==> src/design/vob_pkg.sv <==
`default_nettype none
package vob_pkg;
   // Instance numbers of the attribute bank
   localparam logic [7:0] INST_CLASS  = 8'h00;
   localparam logic [7:0] INST_INPUT  = 8'h01;
   localparam logic [7:0] INST_CRC    = 8'h02;
   localparam logic [7:0] INST_STATUS = 8'h03;
   localparam logic [7:0] INST_AUX    = 8'h04;
   localparam logic [7:0] INST_MODE   = 8'h05;
   localparam logic [7:0] INST_ERRQ   = 8'h06;
   localparam logic [7:0] INST_OUTPUT = 8'h07;
   // Class descriptor values
   localparam logic [47:0] CLS_REVISION  = 48'h0000_0000_0001;
   localparam logic [47:0] CLS_MAX_INST  = 48'h0000_0000_0004;
   localparam logic [47:0] CLS_NUM_INST  = 48'h0000_0000_0004;
   localparam logic [47:0] CLS_SERVICES  = 48'h004d_004c_0002;
   localparam logic [47:0] CLS_MAX_CATTR = 48'h0000_0000_0007;
   localparam logic [47:0] CLS_MAX_IATTR = 48'h0000_0000_003c;
   // Class attribute ids
   localparam logic [7:0] CATTR_REV  = 8'h01;
   localparam logic [7:0] CATTR_MAXI = 8'h02;
   localparam logic [7:0] CATTR_NUMI = 8'h03;
   localparam logic [7:0] CATTR_SVC  = 8'h05;
   localparam logic [7:0] CATTR_MAXC = 8'h06;
   localparam logic [7:0] CATTR_MAXA = 8'h07;
   // Attribute counts per instance
   localparam logic [7:0] N_IN_BYTES  = 8'h32;
   localparam logic [7:0] N_OUT_BYTES = 8'h32;
   localparam logic [7:0] N_STATUS    = 8'h3c;
   localparam logic [7:0] N_AUX       = 8'h3c;
   localparam logic [7:0] N_CRC_ATTR  = 8'h08;
   localparam logic [7:0] N_ERRQ      = 8'h05;
   localparam int         ERRQ_DEPTH  = 5;
   localparam int         OUT_DEPTH   = 50;
   localparam int         STAT_EXT    = 52;
   // Answer lengths in bytes
   localparam logic [2:0] LEN_NONE = 3'h0;
   localparam logic [2:0] LEN_BYTE = 3'h1;
   localparam logic [2:0] LEN_UINT = 3'h2;
   localparam logic [2:0] LEN_WORD = 3'h4;
   localparam logic [2:0] LEN_SVC  = 3'h6;
   // Status byte reserved fill
   localparam logic RSVD_BIT = 1'b1;

   // Answer codes
   typedef enum logic [1:0] {
      VOB_OK       = 2'h0,
      VOB_NO_ATTR  = 2'h1,
      VOB_READONLY = 2'h2,
      VOB_BAD_VAL  = 2'h3
   } vob_sts_t;

   // One get or set request
   typedef struct packed {
      logic        set_req;
      logic [7:0]  inst;
      logic [7:0]  attr;
      logic [31:0] wdata;
   } vob_req_t;

   // One answer
   typedef struct packed {
      vob_sts_t    status;
      logic [2:0]  len;
      logic [47:0] data;
   } vob_rsp_t;

   // Health sources for status bytes 0 to 6, 1 = healthy
   typedef struct packed {
      logic        supply_group_b_second;
      logic        fast_shutoff_ok;
      logic        supply_group_b_first;
      logic        config_ok;
      logic        supply_group_a_state;
      logic        ext_module_ok;
      logic        int_module_ok;
      logic        out_data_ok;
      logic        in_data_ok;
      logic [3:0]  current_ok;
      logic [15:0] pulse_match_inputs;
      logic [3:0]  pulse_match_dual;
      logic [7:0]  pair_inputs;
      logic [1:0]  pair_dual;
   } vob_stat_src_t;
endpackage
`default_nettype wire

==> src/design/vob_out_mem.sv <==
`default_nettype none
// Output byte store shared by the attribute and the assembly path
module vob_out_mem (
   // Clock and reset
   input  wire logic       mclk,
   input  wire logic       nrst,
   // Write port
   input  wire logic       wr_en,
   input  wire logic [5:0] wr_addr,
   input  wire logic [7:0] wr_data,
   // Attribute read port
   input  wire logic [5:0] rd_a_addr,
   output logic      [7:0] rd_a_data,
   // Assembly read port
   input  wire logic       rd_b_en,
   input  wire logic [5:0] rd_b_addr,
   output logic      [7:0] rd_b_data
);
   logic [7:0] mem_reg [vob_pkg::OUT_DEPTH];   // Byte array
   logic [7:0] rd_a_next;                      // Attribute read value
   logic [7:0] rd_b_next;                      // Assembly read value

   // Read selection, out of range reads zero
   always_comb begin
      rd_a_next = 8'h00;
      rd_b_next = rd_b_data;
      if (rd_a_addr < 6'(vob_pkg::OUT_DEPTH)) begin
         rd_a_next = mem_reg[rd_a_addr];
      end
      if (rd_b_en) begin
         rd_b_next = (rd_b_addr < 6'(vob_pkg::OUT_DEPTH)) ? mem_reg[rd_b_addr] : 8'h00;
      end
   end

   // Storage and registered read data
   always_ff @(posedge mclk or negedge nrst) begin
      if (!nrst) begin
         rd_a_data <= 8'h00;
         rd_b_data <= 8'h00;
         for (int i = 0; i < vob_pkg::OUT_DEPTH; i++) begin
            mem_reg[i] <= 8'h00;
         end
      end else begin
         rd_a_data <= rd_a_next;
         rd_b_data <= rd_b_next;
         if (wr_en && (wr_addr < 6'(vob_pkg::OUT_DEPTH))) begin
            mem_reg[wr_addr] <= wr_data;
         end
      end
   end
endmodule
`default_nettype wire

==> src/design/vob_bank.sv <==
`default_nettype none
// Behaviour
// - Class instance reports fixed read-only descriptors
// - Instance 1 returns fifty logic input bytes
// - Instance 7 holds fifty readable writable bytes
// - Instance 7 shares storage with assembly bytes
// - Instance 2 attribute 1 returns project CRC
// - Instance 2 attributes 2-8 read zero
// - Instance 3 returns sixty status bytes
// - Instance 4 sixty auxiliary bytes read zero
// - Instance 6 holds five error codes, newest first
// - Set zero to error attribute 1 clears queue
// - Status byte 0 health bit layout
// - Status byte 1 data and current layout
// - Status bytes 2,3 input pulse match flags
// - Status byte 4 dual terminal pulse match
// - Status byte 5 input pair states
// - Status byte 6 dual pairs, byte 7 reserved
// - Status bit one healthy, zero failure
// - Instance 5 returns encoded system mode
module vob_bank (
   // Clock and reset
   input  wire logic                  mclk,
   input  wire logic                  nrst,
   // Attribute request and answer
   input  wire logic                  req_valid,
   output logic                       req_ready,
   input  wire vob_pkg::vob_req_t     req,
   output logic                       rsp_valid,
   output vob_pkg::vob_rsp_t          rsp,
   // Data and state from the controller logic
   input  wire logic [49:0][7:0]      in_bytes,
   input  wire logic [31:0]           crc_value,
   input  wire logic [7:0]            sys_mode,
   input  wire vob_pkg::vob_stat_src_t stat_src,
   input  wire logic [51:0][7:0]      stat_ext,
   // Error logging
   input  wire logic                  err_log,
   input  wire logic [31:0]           err_code,
   // Assembly path to the output bytes
   input  wire logic                  asm_wr,
   output logic                       asm_wr_ready,
   input  wire logic [5:0]            asm_addr,
   input  wire logic [7:0]            asm_wdata,
   input  wire logic                  asm_rd,
   output logic                       asm_rd_valid,
   output logic [7:0]                 asm_rdata
);
   // Stage one state
   logic                s1_valid_reg, s1_valid_next;     // Answer pending
   vob_pkg::vob_sts_t   s1_sts_reg, s1_sts_next;         // Answer code
   logic [2:0]          s1_len_reg, s1_len_next;         // Answer length
   logic [47:0]         s1_data_reg, s1_data_next;       // Non-memory data
   logic                s1_mem_reg, s1_mem_next;         // Data from output store
   // Answer state
   logic                rsp_valid_reg, rsp_valid_next;   // Answer strobe
   vob_pkg::vob_rsp_t   rsp_reg, rsp_next;               // Answer word
   logic                asm_rv_reg, asm_rv_next;         // Assembly read strobe
   // Error queue
   logic [31:0]         errq_reg  [vob_pkg::ERRQ_DEPTH]; // Entry 0 newest
   logic [31:0]         errq_next [vob_pkg::ERRQ_DEPTH];
   logic [31:0]         errq_base [vob_pkg::ERRQ_DEPTH]; // After clear
   logic                errq_clear;                      // Clear request
   // Output store access
   logic                attr_wr;                         // Attribute write
   logic [5:0]          attr_idx;                        // Attribute byte index
   logic [7:0]          mem_rd_a;                        // Attribute read data
   // Decode helpers
   logic [7:0]          idx;                             // Attribute minus one
   logic                exists;                          // Attribute present
   logic                writable;                        // Attribute settable
   logic [59:0][7:0]    stat_bytes;                      // Status bytes 0 to 59

   assign req_ready    = 1'b1;
   assign rsp_valid    = rsp_valid_reg;
   assign rsp          = rsp_reg;
   assign asm_rd_valid = asm_rv_reg;
   assign idx          = req.attr - 8'h01;
   assign attr_idx     = idx[5:0];
   // Attribute write wins the shared write port
   assign asm_wr_ready = !attr_wr;

   // Status byte assembly, reserved bits forced to one
   always_comb begin
      stat_bytes[0] = {stat_src.supply_group_b_second, stat_src.fast_shutoff_ok,
                       stat_src.supply_group_b_first, stat_src.config_ok,
                       stat_src.supply_group_a_state, stat_src.ext_module_ok,
                       stat_src.int_module_ok, vob_pkg::RSVD_BIT};
      stat_bytes[1] = {stat_src.out_data_ok, stat_src.in_data_ok,
                       {2{vob_pkg::RSVD_BIT}}, stat_src.current_ok};
      stat_bytes[2] = stat_src.pulse_match_inputs[7:0];
      stat_bytes[3] = stat_src.pulse_match_inputs[15:8];
      stat_bytes[4] = {{4{vob_pkg::RSVD_BIT}}, stat_src.pulse_match_dual};
      stat_bytes[5] = stat_src.pair_inputs;
      stat_bytes[6] = {{6{vob_pkg::RSVD_BIT}}, stat_src.pair_dual};
      stat_bytes[7] = {8{vob_pkg::RSVD_BIT}};
      for (int i = 0; i < vob_pkg::STAT_EXT; i++) begin
         stat_bytes[i + 8] = stat_ext[i];
      end
   end

   // Request decode into stage one
   always_comb begin
      s1_valid_next = req_valid;
      s1_sts_next   = vob_pkg::VOB_NO_ATTR;
      s1_len_next   = vob_pkg::LEN_NONE;
      s1_data_next  = 48'h0000_0000_0000;
      s1_mem_next   = 1'b0;
      exists        = 1'b0;
      writable      = 1'b0;
      attr_wr       = 1'b0;
      errq_clear    = 1'b0;
      case (req.inst)
         vob_pkg::INST_CLASS: begin
            exists      = 1'b1;
            s1_len_next = vob_pkg::LEN_UINT;
            case (req.attr)
               vob_pkg::CATTR_REV:  s1_data_next = vob_pkg::CLS_REVISION;
               vob_pkg::CATTR_MAXI: s1_data_next = vob_pkg::CLS_MAX_INST;
               vob_pkg::CATTR_NUMI: s1_data_next = vob_pkg::CLS_NUM_INST;
               vob_pkg::CATTR_SVC: begin
                  s1_data_next = vob_pkg::CLS_SERVICES;
                  s1_len_next  = vob_pkg::LEN_SVC;
               end
               vob_pkg::CATTR_MAXC: s1_data_next = vob_pkg::CLS_MAX_CATTR;
               vob_pkg::CATTR_MAXA: s1_data_next = vob_pkg::CLS_MAX_IATTR;
               default:             exists = 1'b0;
            endcase
         end
         vob_pkg::INST_INPUT: begin
            // Logic input bytes
            exists      = (req.attr != 8'h00) && (req.attr <= vob_pkg::N_IN_BYTES);
            s1_len_next = vob_pkg::LEN_BYTE;
            if (exists) begin
               s1_data_next = {40'h00_0000_0000, in_bytes[attr_idx]};
            end
         end
         vob_pkg::INST_CRC: begin
            // CRC in attribute 1, the rest reserved as zero
            exists      = (req.attr != 8'h00) && (req.attr <= vob_pkg::N_CRC_ATTR);
            s1_len_next = vob_pkg::LEN_WORD;
            if (req.attr == 8'h01) begin
               s1_data_next = {16'h0000, crc_value};
            end
         end
         vob_pkg::INST_STATUS: begin
            exists      = (req.attr != 8'h00) && (req.attr <= vob_pkg::N_STATUS);
            s1_len_next = vob_pkg::LEN_BYTE;
            if (exists) begin
               s1_data_next = {40'h00_0000_0000, stat_bytes[attr_idx]};
            end
         end
         vob_pkg::INST_AUX: begin
            // Auxiliary bytes, always zero
            exists      = (req.attr != 8'h00) && (req.attr <= vob_pkg::N_AUX);
            s1_len_next = vob_pkg::LEN_BYTE;
         end
         vob_pkg::INST_MODE: begin
            exists      = (req.attr == 8'h01);
            s1_len_next = vob_pkg::LEN_BYTE;
            s1_data_next = {40'h00_0000_0000, sys_mode};
         end
         vob_pkg::INST_ERRQ: begin
            exists      = (req.attr != 8'h00) && (req.attr <= vob_pkg::N_ERRQ);
            writable    = (req.attr == 8'h01);
            s1_len_next = vob_pkg::LEN_WORD;
            if (exists) begin
               s1_data_next = {16'h0000, errq_reg[idx[2:0]]};
            end
         end
         vob_pkg::INST_OUTPUT: begin
            exists      = (req.attr != 8'h00) && (req.attr <= vob_pkg::N_OUT_BYTES);
            writable    = 1'b1;
            s1_len_next = vob_pkg::LEN_BYTE;
            s1_mem_next = exists && !req.set_req;
         end
         default: begin
            exists = 1'b0;
         end
      endcase
      // Outcome of the request
      if (!exists) begin
         s1_sts_next = vob_pkg::VOB_NO_ATTR;
         s1_len_next = vob_pkg::LEN_NONE;
         s1_data_next = 48'h0000_0000_0000;
      end else if (req.set_req && !writable) begin
         s1_sts_next = vob_pkg::VOB_READONLY;
         s1_len_next = vob_pkg::LEN_NONE;
         s1_data_next = 48'h0000_0000_0000;
      end else if (req.set_req && (req.inst == vob_pkg::INST_ERRQ) &&
                   (req.wdata != 32'h0000_0000)) begin
         // Only zero clears the queue
         s1_sts_next = vob_pkg::VOB_BAD_VAL;
         s1_len_next = vob_pkg::LEN_NONE;
         s1_data_next = 48'h0000_0000_0000;
      end else begin
         s1_sts_next = vob_pkg::VOB_OK;
         if (req.set_req) begin
            s1_len_next  = vob_pkg::LEN_NONE;
            s1_data_next = 48'h0000_0000_0000;
            attr_wr      = req_valid && (req.inst == vob_pkg::INST_OUTPUT);
            errq_clear   = req_valid && (req.inst == vob_pkg::INST_ERRQ);
         end
      end
   end

   // Error queue next value, a new error wins over the clear
   always_comb begin
      for (int i = 0; i < vob_pkg::ERRQ_DEPTH; i++) begin
         errq_base[i] = errq_clear ? 32'h0000_0000 : errq_reg[i];
         errq_next[i] = errq_base[i];
      end
      if (err_log) begin
         errq_next[0] = err_code;
         for (int i = 1; i < vob_pkg::ERRQ_DEPTH; i++) begin
            errq_next[i] = errq_base[i - 1];
         end
      end
   end

   // Answer stage next value
   always_comb begin
      rsp_valid_next = s1_valid_reg;
      rsp_next       = rsp_reg;
      asm_rv_next    = asm_rd;
      if (s1_valid_reg) begin
         rsp_next.status = s1_sts_reg;
         rsp_next.len    = s1_len_reg;
         rsp_next.data   = s1_mem_reg ? {40'h00_0000_0000, mem_rd_a} : s1_data_reg;
      end
   end

   // State registers
   always_ff @(posedge mclk or negedge nrst) begin
      if (!nrst) begin
         s1_valid_reg  <= 1'b0;
         s1_sts_reg    <= vob_pkg::VOB_OK;
         s1_len_reg    <= vob_pkg::LEN_NONE;
         s1_data_reg   <= 48'h0000_0000_0000;
         s1_mem_reg    <= 1'b0;
         rsp_valid_reg <= 1'b0;
         rsp_reg       <= '0;
         asm_rv_reg    <= 1'b0;
         for (int i = 0; i < vob_pkg::ERRQ_DEPTH; i++) begin
            errq_reg[i] <= 32'h0000_0000;
         end
      end else begin
         s1_valid_reg  <= s1_valid_next;
         s1_sts_reg    <= s1_sts_next;
         s1_len_reg    <= s1_len_next;
         s1_data_reg   <= s1_data_next;
         s1_mem_reg    <= s1_mem_next;
         rsp_valid_reg <= rsp_valid_next;
         rsp_reg       <= rsp_next;
         asm_rv_reg    <= asm_rv_next;
         for (int i = 0; i < vob_pkg::ERRQ_DEPTH; i++) begin
            errq_reg[i] <= errq_next[i];
         end
      end
   end

   // Shared output byte store
   vob_out_mem u_out_mem (
      .mclk      (mclk),
      .nrst      (nrst),
      .wr_en     (attr_wr || asm_wr),
      .wr_addr   (attr_wr ? attr_idx : asm_addr),
      .wr_data   (attr_wr ? req.wdata[7:0] : asm_wdata),
      .rd_a_addr (attr_idx),
      .rd_a_data (mem_rd_a),
      .rd_b_en   (asm_rd),
      .rd_b_addr (asm_addr),
      .rd_b_data (asm_rdata)
   );

   // Checks
   property p_class_rev;
      @(posedge mclk) disable iff (!nrst)
      (req_valid && !req.set_req && req.inst == 8'h00 && req.attr == 8'h01)
      |-> ##2 (rsp_valid && rsp.status == vob_pkg::VOB_OK && rsp.data == 48'h0000_0000_0001);
   endproperty
   a_class_rev: assert property (p_class_rev) else $error("class revision wrong");

   property p_svc_list;
      @(posedge mclk) disable iff (!nrst)
      (req_valid && !req.set_req && req.inst == 8'h00 && req.attr == 8'h05)
      |-> ##2 (rsp.len == 3'h6 && rsp.data == 48'h004d_004c_0002);
   endproperty
   a_svc_list: assert property (p_svc_list) else $error("service list wrong");

   property p_crc;
      @(posedge mclk) disable iff (!nrst)
      (req_valid && !req.set_req && req.inst == 8'h02 && req.attr == 8'h01)
      |-> ##2 (rsp.data[31:0] == $past(crc_value, 2));
   endproperty
   a_crc: assert property (p_crc) else $error("crc not returned");

   property p_crc_rsvd;
      @(posedge mclk) disable iff (!nrst)
      (req_valid && !req.set_req && req.inst == 8'h02 && req.attr >= 8'h02 && req.attr <= 8'h08)
      |-> ##2 (rsp.status == vob_pkg::VOB_OK && rsp.data == 48'h0000_0000_0000);
   endproperty
   a_crc_rsvd: assert property (p_crc_rsvd) else $error("reserved crc not zero");

   property p_aux_zero;
      @(posedge mclk) disable iff (!nrst)
      (req_valid && !req.set_req && req.inst == 8'h04 && req.attr == 8'h3c)
      |-> ##2 (rsp.status == vob_pkg::VOB_OK && rsp.data == 48'h0000_0000_0000);
   endproperty
   a_aux_zero: assert property (p_aux_zero) else $error("aux byte not zero");

   property p_mode;
      @(posedge mclk) disable iff (!nrst)
      (req_valid && !req.set_req && req.inst == 8'h05 && req.attr == 8'h01)
      |-> ##2 (rsp.data[7:0] == $past(sys_mode, 2));
   endproperty
   a_mode: assert property (p_mode) else $error("system mode wrong");

   property p_ro_refused;
      @(posedge mclk) disable iff (!nrst)
      (req_valid && req.set_req && req.inst == 8'h03 && req.attr == 8'h01)
      |-> ##2 (rsp_valid && rsp.status == vob_pkg::VOB_READONLY);
   endproperty
   a_ro_refused: assert property (p_ro_refused) else $error("read-only set taken");

   property p_rsvd_bit;
      @(posedge mclk) disable iff (!nrst)
      (req_valid && !req.set_req && req.inst == 8'h03 && req.attr == 8'h08)
      |-> ##2 (rsp.data[7:0] == 8'hff);
   endproperty
   a_rsvd_bit: assert property (p_rsvd_bit) else $error("reserved status not ones");

   property p_clear;
      @(posedge mclk) disable iff (!nrst)
      (errq_clear && !err_log) |=> (errq_reg[0] == 32'h0000_0000 && errq_reg[4] == 32'h0000_0000);
   endproperty
   a_clear: assert property (p_clear) else $error("queue not cleared");

   property p_shift;
      @(posedge mclk) disable iff (!nrst)
      (err_log && !errq_clear)
      |=> (errq_reg[0] == $past(err_code) && errq_reg[1] == $past(errq_reg[0])
           && errq_reg[4] == $past(errq_reg[3]));
   endproperty
   a_shift: assert property (p_shift) else $error("error queue shift wrong");

   property p_out_prio;
      @(posedge mclk) disable iff (!nrst)
      (req_valid && req.set_req && req.inst == 8'h07 && req.attr == 8'h01) |-> !asm_wr_ready;
   endproperty
   a_out_prio: assert property (p_out_prio) else $error("assembly write not held");
endmodule
`default_nettype wire

==> config.mk <==
export PLATFORM = sky130hd
export DESIGN_NAME = vob_bank
export DESIGN_NICKNAME = d
export VERILOG_FILES = /design/src/design/vob_pkg.sv /design/src/design/vob_out_mem.sv /design/src/design/vob_bank.sv
export SDC_FILE = /design/constraint.sdc
export NUM_CORES = 2
export LEC_CHECK = 0
export BUFFER_PORTS_ARGS = -buffer_cell sky130_fd_sc_hd__buf_2
export CORE_AREA = 2 2 421 423
export DETAILED_ROUTE_END_ITERATION = 7
export DIE_AREA = 0 0 423 425
export GPL_ROUTABILITY_DRIVEN = 1
export HOLD_SLACK_MARGIN = 0.02
export PLACE_DENSITY = 0.41
export SLEW_MARGIN = 30
export SYNTH_ARGS = -nofsm -noshare
export SYNTH_HDL_FRONTEND = slang
export SYNTH_HIERARCHICAL = 1
export SYNTH_SLANG_ARGS = --single-unit
export TNS_END_PERCENT = 20
==> constraint.sdc <==
create_clock -name mclk -period 10.5 [get_ports mclk]
set_input_delay 1.05 -clock mclk [delete_from_list [all_inputs] [get_ports mclk]]
set_output_delay 1.05 -clock mclk [all_outputs]
set_load 0.05 [all_outputs]
Yosys cells after proc, flatten, opt, wreduce, memory -nomap -nowiden
Index checks and enable logic that the tools add are counted.

Register bits after elaboration: 686. Logic and storage cells: 182. Output and inout port bits: 65. Input bits: 1000.

Multiplexer cells: 58. Eq/ne operators: 13. Bitwise gates (word level): 4. $add $sub $neg: 1. Magnitude comparators: 13. Reductions and logical operators: 26.

Operators by type and width (count): 400-bit bitwise mux (1); 32-bit 2-to-1 mux (9); 48-bit 2-to-1 mux (5); 39-bit case mux with 6 select lines (1); 39-bit case mux with 5 select lines (1); 8-bit binary-select mux with 6-bit select (4); 160-bit 2-to-1 mux (1); 32-bit binary-select mux with 3-bit select (1); 8-bit 2-to-1 mux (12); 8-bit by 3-bit equality test with 1-bit output (second input constant) (7); 8-bit demux with 6-bit select (1); 8-bit by 2-bit equality test with 1-bit output (second input constant) (4); 32-bit nonzero test (1); 7-bit greater-or-equal comparator (second input constant) (3); 6-bit NOT with 7-bit output (3); 6-bit < comparator (second input constant) (3); 8-bit by 1-bit equality test with 1-bit output (second input constant) (2); 8-bit by 6-bit <= comparator with 1-bit output (second input constant) (2); 3-bit 2-to-1 mux (5); 1-bit logical AND (12); 1-bit 2-to-1 mux (10); 3-bit case mux with 3 select lines (1); 8-bit by 3-bit <= comparator with 1-bit output (second input constant) (1); 8-bit by 4-bit <= comparator with 1-bit output (second input constant) (1); 17 further kinds (24).

Depth between registers and ports, before layout
Word-level depth: 13. Gate-level depth with buffers: 25.

By module
The synthesis kept the hierarchy.

By module, submodules not included: vob_out_mem (times used 1, sequential area each 10410.0 um^2, area an instance 22298.9 um^2, cells each 1539); vob_bank (times used 1, sequential area each 6005.8 um^2, area an instance 18896.9 um^2, cells each 1731).

Worst setup path before layout
No wires, ideal clock.

Path kind: in2reg. From: in req[32] (netlist name). To: reg u_out_mem/mem_reg[16] (netlist name). Setup time: 0.125 ns. Stages on the path: 23. Arrival: 5.991 ns. Required time: 10.375 ns. Setup slack: 4.385 ns. Path through: buf_2 buf_2 buf_2 buf_2 inv_1 clkbuf_1 clkbuf_1 ha_1 or3b_2 nand4_1 nor3_4 a2111oi_2 a211oi_4 buf_6 nor2_1 a21oi_1 buf_2 nand2_1 and3_1 clkbuf_1 nand3_2 nor2_2 mux2_2.

Elaborated cells on any way between the ends: 36.

RTL lines: from (decl) (line vob_bank.sv:28) `input wire vob_pkg::vob_req_t req,`; 6-bit by 1-bit subtractor with 6-bit output * (line vob_bank.sv:78) `assign idx = req.attr - 8'h01;`; via idx[0] (line vob_bank.sv:69) `logic [7:0] idx;`; 6-bit 2-to-1 mux * (line vob_bank.sv:267) `.wr_addr (attr_wr ? attr_idx : asm_addr),`; 6-bit NOT with 7-bit output (not written as such) (line vob_out_mem.sv:47) `mem_reg[wr_addr] <= wr_data;`; 7-bit greater-or-equal comparator (not written as such) / 7-bit by 1-bit < comparator with 1-bit output (equally long branches) (line vob_out_mem.sv:47); 1-bit logical AND (not written as such) (line vob_out_mem.sv:47); 8-bit 2-to-1 mux (not written as such) (line vob_out_mem.sv:47); 8-bit demux with 6-bit select (line vob_out_mem.sv:47); 400-bit bitwise mux (line vob_out_mem.sv:47); to (signal, indexed assignment) (line vob_out_mem.sv:47); to (decl) (line vob_out_mem.sv:19) `logic [7:0] mem_reg [vob_pkg::OUT_DEPTH];`.

Mark *: on every way through the listed nets, which the timed path passes. The rest lies on a longest branch. A chain may end at the register's enable or synchronous reset.

Worst setup path after layout
From: in req[32] (netlist name). To: reg s1_data_reg[5].

Cells in the longest elaborated chain, start to end: 11. Elaborated cells on any way between the ends: 41.

RTL lines: branches (longest 10 deep; another with 6-bit by 1-bit subtractor with 6-bit output); 48-bit 2-to-1 mux * (line vob_bank.sv:182) `if (!exists) begin`; via s1_data_next[5] (line vob_bank.sv:53) `logic [47:0] s1_data_reg, s1_data_next;`; to (signal assigned) (line vob_bank.sv:251) `s1_data_reg <= s1_data_next;`; to (decl) (line vob_bank.sv:53).

Mark *: on every way through the listed nets, which the timed path passes. The select of a mux whose other input is x is not followed.

==> metrics.md <==
| Metric | Value |
|---|---|
| CP arrival | about 6.5 ns |
| Cells after DPL | around 6,400 |
| FF+latch count, synth | about 660 |
| Final setup fails | 0 |
| Worst skew pair latency | just under 0.7 ns |
| Max_slew headroom | 27.34% |
| Post-DP HPWL | 173,000 um |
| First-pass GRT wire length | about 300,000 um |
| Setup CP Type | in -> reg |
| TritonCTS clock tree | yes |
| # fillers | 18,310 |
| Skew final | 0.02595 ns |
| CP Capture Type | flip-flop |
| Hold Buf Count CTS | 0 |
| Register area | approximately 16,000 um2 |
| Largest net degree at the start of global routing | 155 |
| EDFF count, synth | 0 |
| Post-layout util | 29.39% |
| Core footprint | 175,300 um2 |
| DRC errors left | 0 |
| Synthesized area | 41,200 um2 |
| Most used flip-flop cell after synthesis | dfrtp_1 |
| Grt ovf | 0 |
| Chip width | between 400 and 500 um |
| Crit start category | input pin |
| Status | complete, no violations |
| Tot Pwr | 7.751 mW |
| Final hold vios | 0 |
| Vias in the first global route | about 35,000 |
| Yosys warnings | 6 |
| Max_cap viols | 0 |
| Layout cell share with drive strength beyond 1 | 50.83% |
| Max reg flops | 400 |
| Antenna viol nets, final | 0 |
| Worst Path Max Fanout | 66 |
| Setup TNS | 0 ns |
| Netlist cell types | 90 |
| Initial Util | between 20% and 30% |
| Drt wl/cell | 33.91 um |
| IO Count | 1,065 |
| FMAX | ~0.17 GHz |
| Final nets | 5,179 |
| DR pass1 iterations | 6 |
| Syn avg cell area | between 10 and 15 um2 |
| Asr flop ratio synth | between 90% and 100% |
| Slew @ Worst Pin | about 1.1 ns |
| Post_cts resized | 0 |
| Clock slew at reported path FFs | 0.06 ns |
| Leakage Power | between 20 and 25 nW |
| Die height | 425 um |
| PortBufs | 1,051 |
| Post-synth top area cell | dfrtp_1 |
| PD cells | between 150 and 200 nW/um2 |
| CTS Sinks | between 600 and 700 |
| DIE AREA | ~180,000 um2 |
| WL final | roughly 220,000 um |
| Final Max Tran Viols | 0 |
| Row count | roughly 150 |
| Clock root buffer master | clkbuf_16 |
| Tot GR Track Use | approximately a quarter |
| Antenna violations before repair | 87 |
| Setup WS pre-CTS | a little under 4 ns |
| Worst path required time | approximately 11 ns |
| Fin crit period | around 5.9 ns |
| Area fraction of the dominant cell type after synthesis | between 30% and 40% |
| CTS buffer count | 80 |
| Via/cell ratio | just over 5 |
| Non-Filler Instances | about 6,600 |
| Hold/Removal Path Class | in -> async |
| Post-Syn Instances | between 3,000 and 4,000 |
| Most frequent cells in the layout | 1,047 x buf_2, 655 x dfrtp_1, 416 x mux2_2 |
| Post-synthesis sequential area ratio | 39.85% |
| Leading cell type in the layout, fill and taps excluded | buf_2 |
| Area delta synth->final | 25.09% |
| Final WS setup | roughly 4.6 ns |
| # H-tree levels | 3 |
| DR iter-0 viols | approximately 2,700 |
| Synth top area cells | dfrtp_1 40%, mux4_2 22%, mux2_2 11% |
| Vias | between 30,000 and 40,000 |
| Worst IR Drop VDD | about 0.099 mV |
| Postcts setup bufs | 0 |
| Gpl congestion | 0.9421 |
| Final period utilization | between 50% and 60% |
| RSZ-0062 raised after global routing | false |
| Worst-case clock buffer depth | 3 |
| Multi-input logic area | 23,220 um2 |
-- path summary, 6_finish.rpt --
kind,startpoint,end,cells after the start,slack (ns)
min reg2reg,s1_len_reg[1],rsp[49],1,0.47
max in group asynchronous,nrst,u_out_mem/mem_reg[308],3,8.10
min,nrst,errq_reg[139],1,0.28
max reg2reg,u_out_mem/mem_reg[50],u_out_mem/rd_b_data[2],5,8.31
max,req[32],s1_data_reg[5],12,4.58
min in group mclk,s1_len_reg[1],rsp[49],1,0.47
-- layout make-up --
cell class / count / area share (%)
multi-input combinational: 2244 / 45.07
sequential: 656 / 31.86
timing repair buffer: 1123 / 11.52
tap: 2340 / 5.682
clock buffer: 126 / 4.613
inverter: 69 / 0.5415
clock inverter: 18 / 0.4346
antenna: 57 / 0.2768
-- report_power, final --
group	total [mW]	internal [mW]	switching (mW)
Clock	2.82	1.63	1.19
Combinational	1.88	0.848	1.03
Sequential	3.05	2.83	0.224
Total	7.75	5.31	2.44
-- Yosys cell counts, types with 35 or more instances --
cell and instances:
o22ai_1 38, nand3_1 42, nor2_2 37, mux2_2 417, a21oi_1 117, clkbuf_1 169
dfrtp_1 656, nor2_1 227, mux2i_1 305, o31ai_1 37, mux4_2 399, a22oi_1 35
o21ai_0 50, nand2_1 181, nor3_1 46, buf_2 80, inv_1 66
-- kinds of logic after synthesis --
group	share of synthesized area [%]
other	0.01823
multiplexers	40.74
flip-flops	39.85
adder cells (fa/ha/maj)	0.1519
AND/OR/NAND/NOR	7.447
XOR/XNOR	0.1002
AO/OA/AOI/OAI	7.438
buffers and inverters	4.255
-- stage by stage --
stage	cell area [um2]	hold WS (ns)
after detailed placement	48710	0.4685
final	51530	0.2787
after global placement	48690	0.4603
after CTS	51310	0.2814
after floorplan	41240	0.3519
after global routing	51440	0.3212
-- layer usage --
metal	global-route usage, %	vias to the layer above	wire length, um
met2	40.23	1415	107000
met4	8.873	26	8751
met5	0	-	178
met3	4.695	283	14070
met1	31.90	18170	94860
li1	-	14440	-
-- worst max-delay path, cell delays in order --
cell	delay (ns)
buf_8	0.38
inv_8	0.37
ha_4	0.70
buf_4	0.71
buf_4	0.79
mux4_2	0.45
nand2_1	0.12
a21oi_1	0.28
a21oi_1	0.22
a21oi_1	0.09
a2111oi_1	0.85
a21oi_1	0.14
Note: power is estimated with default switching activity, not from simulation.
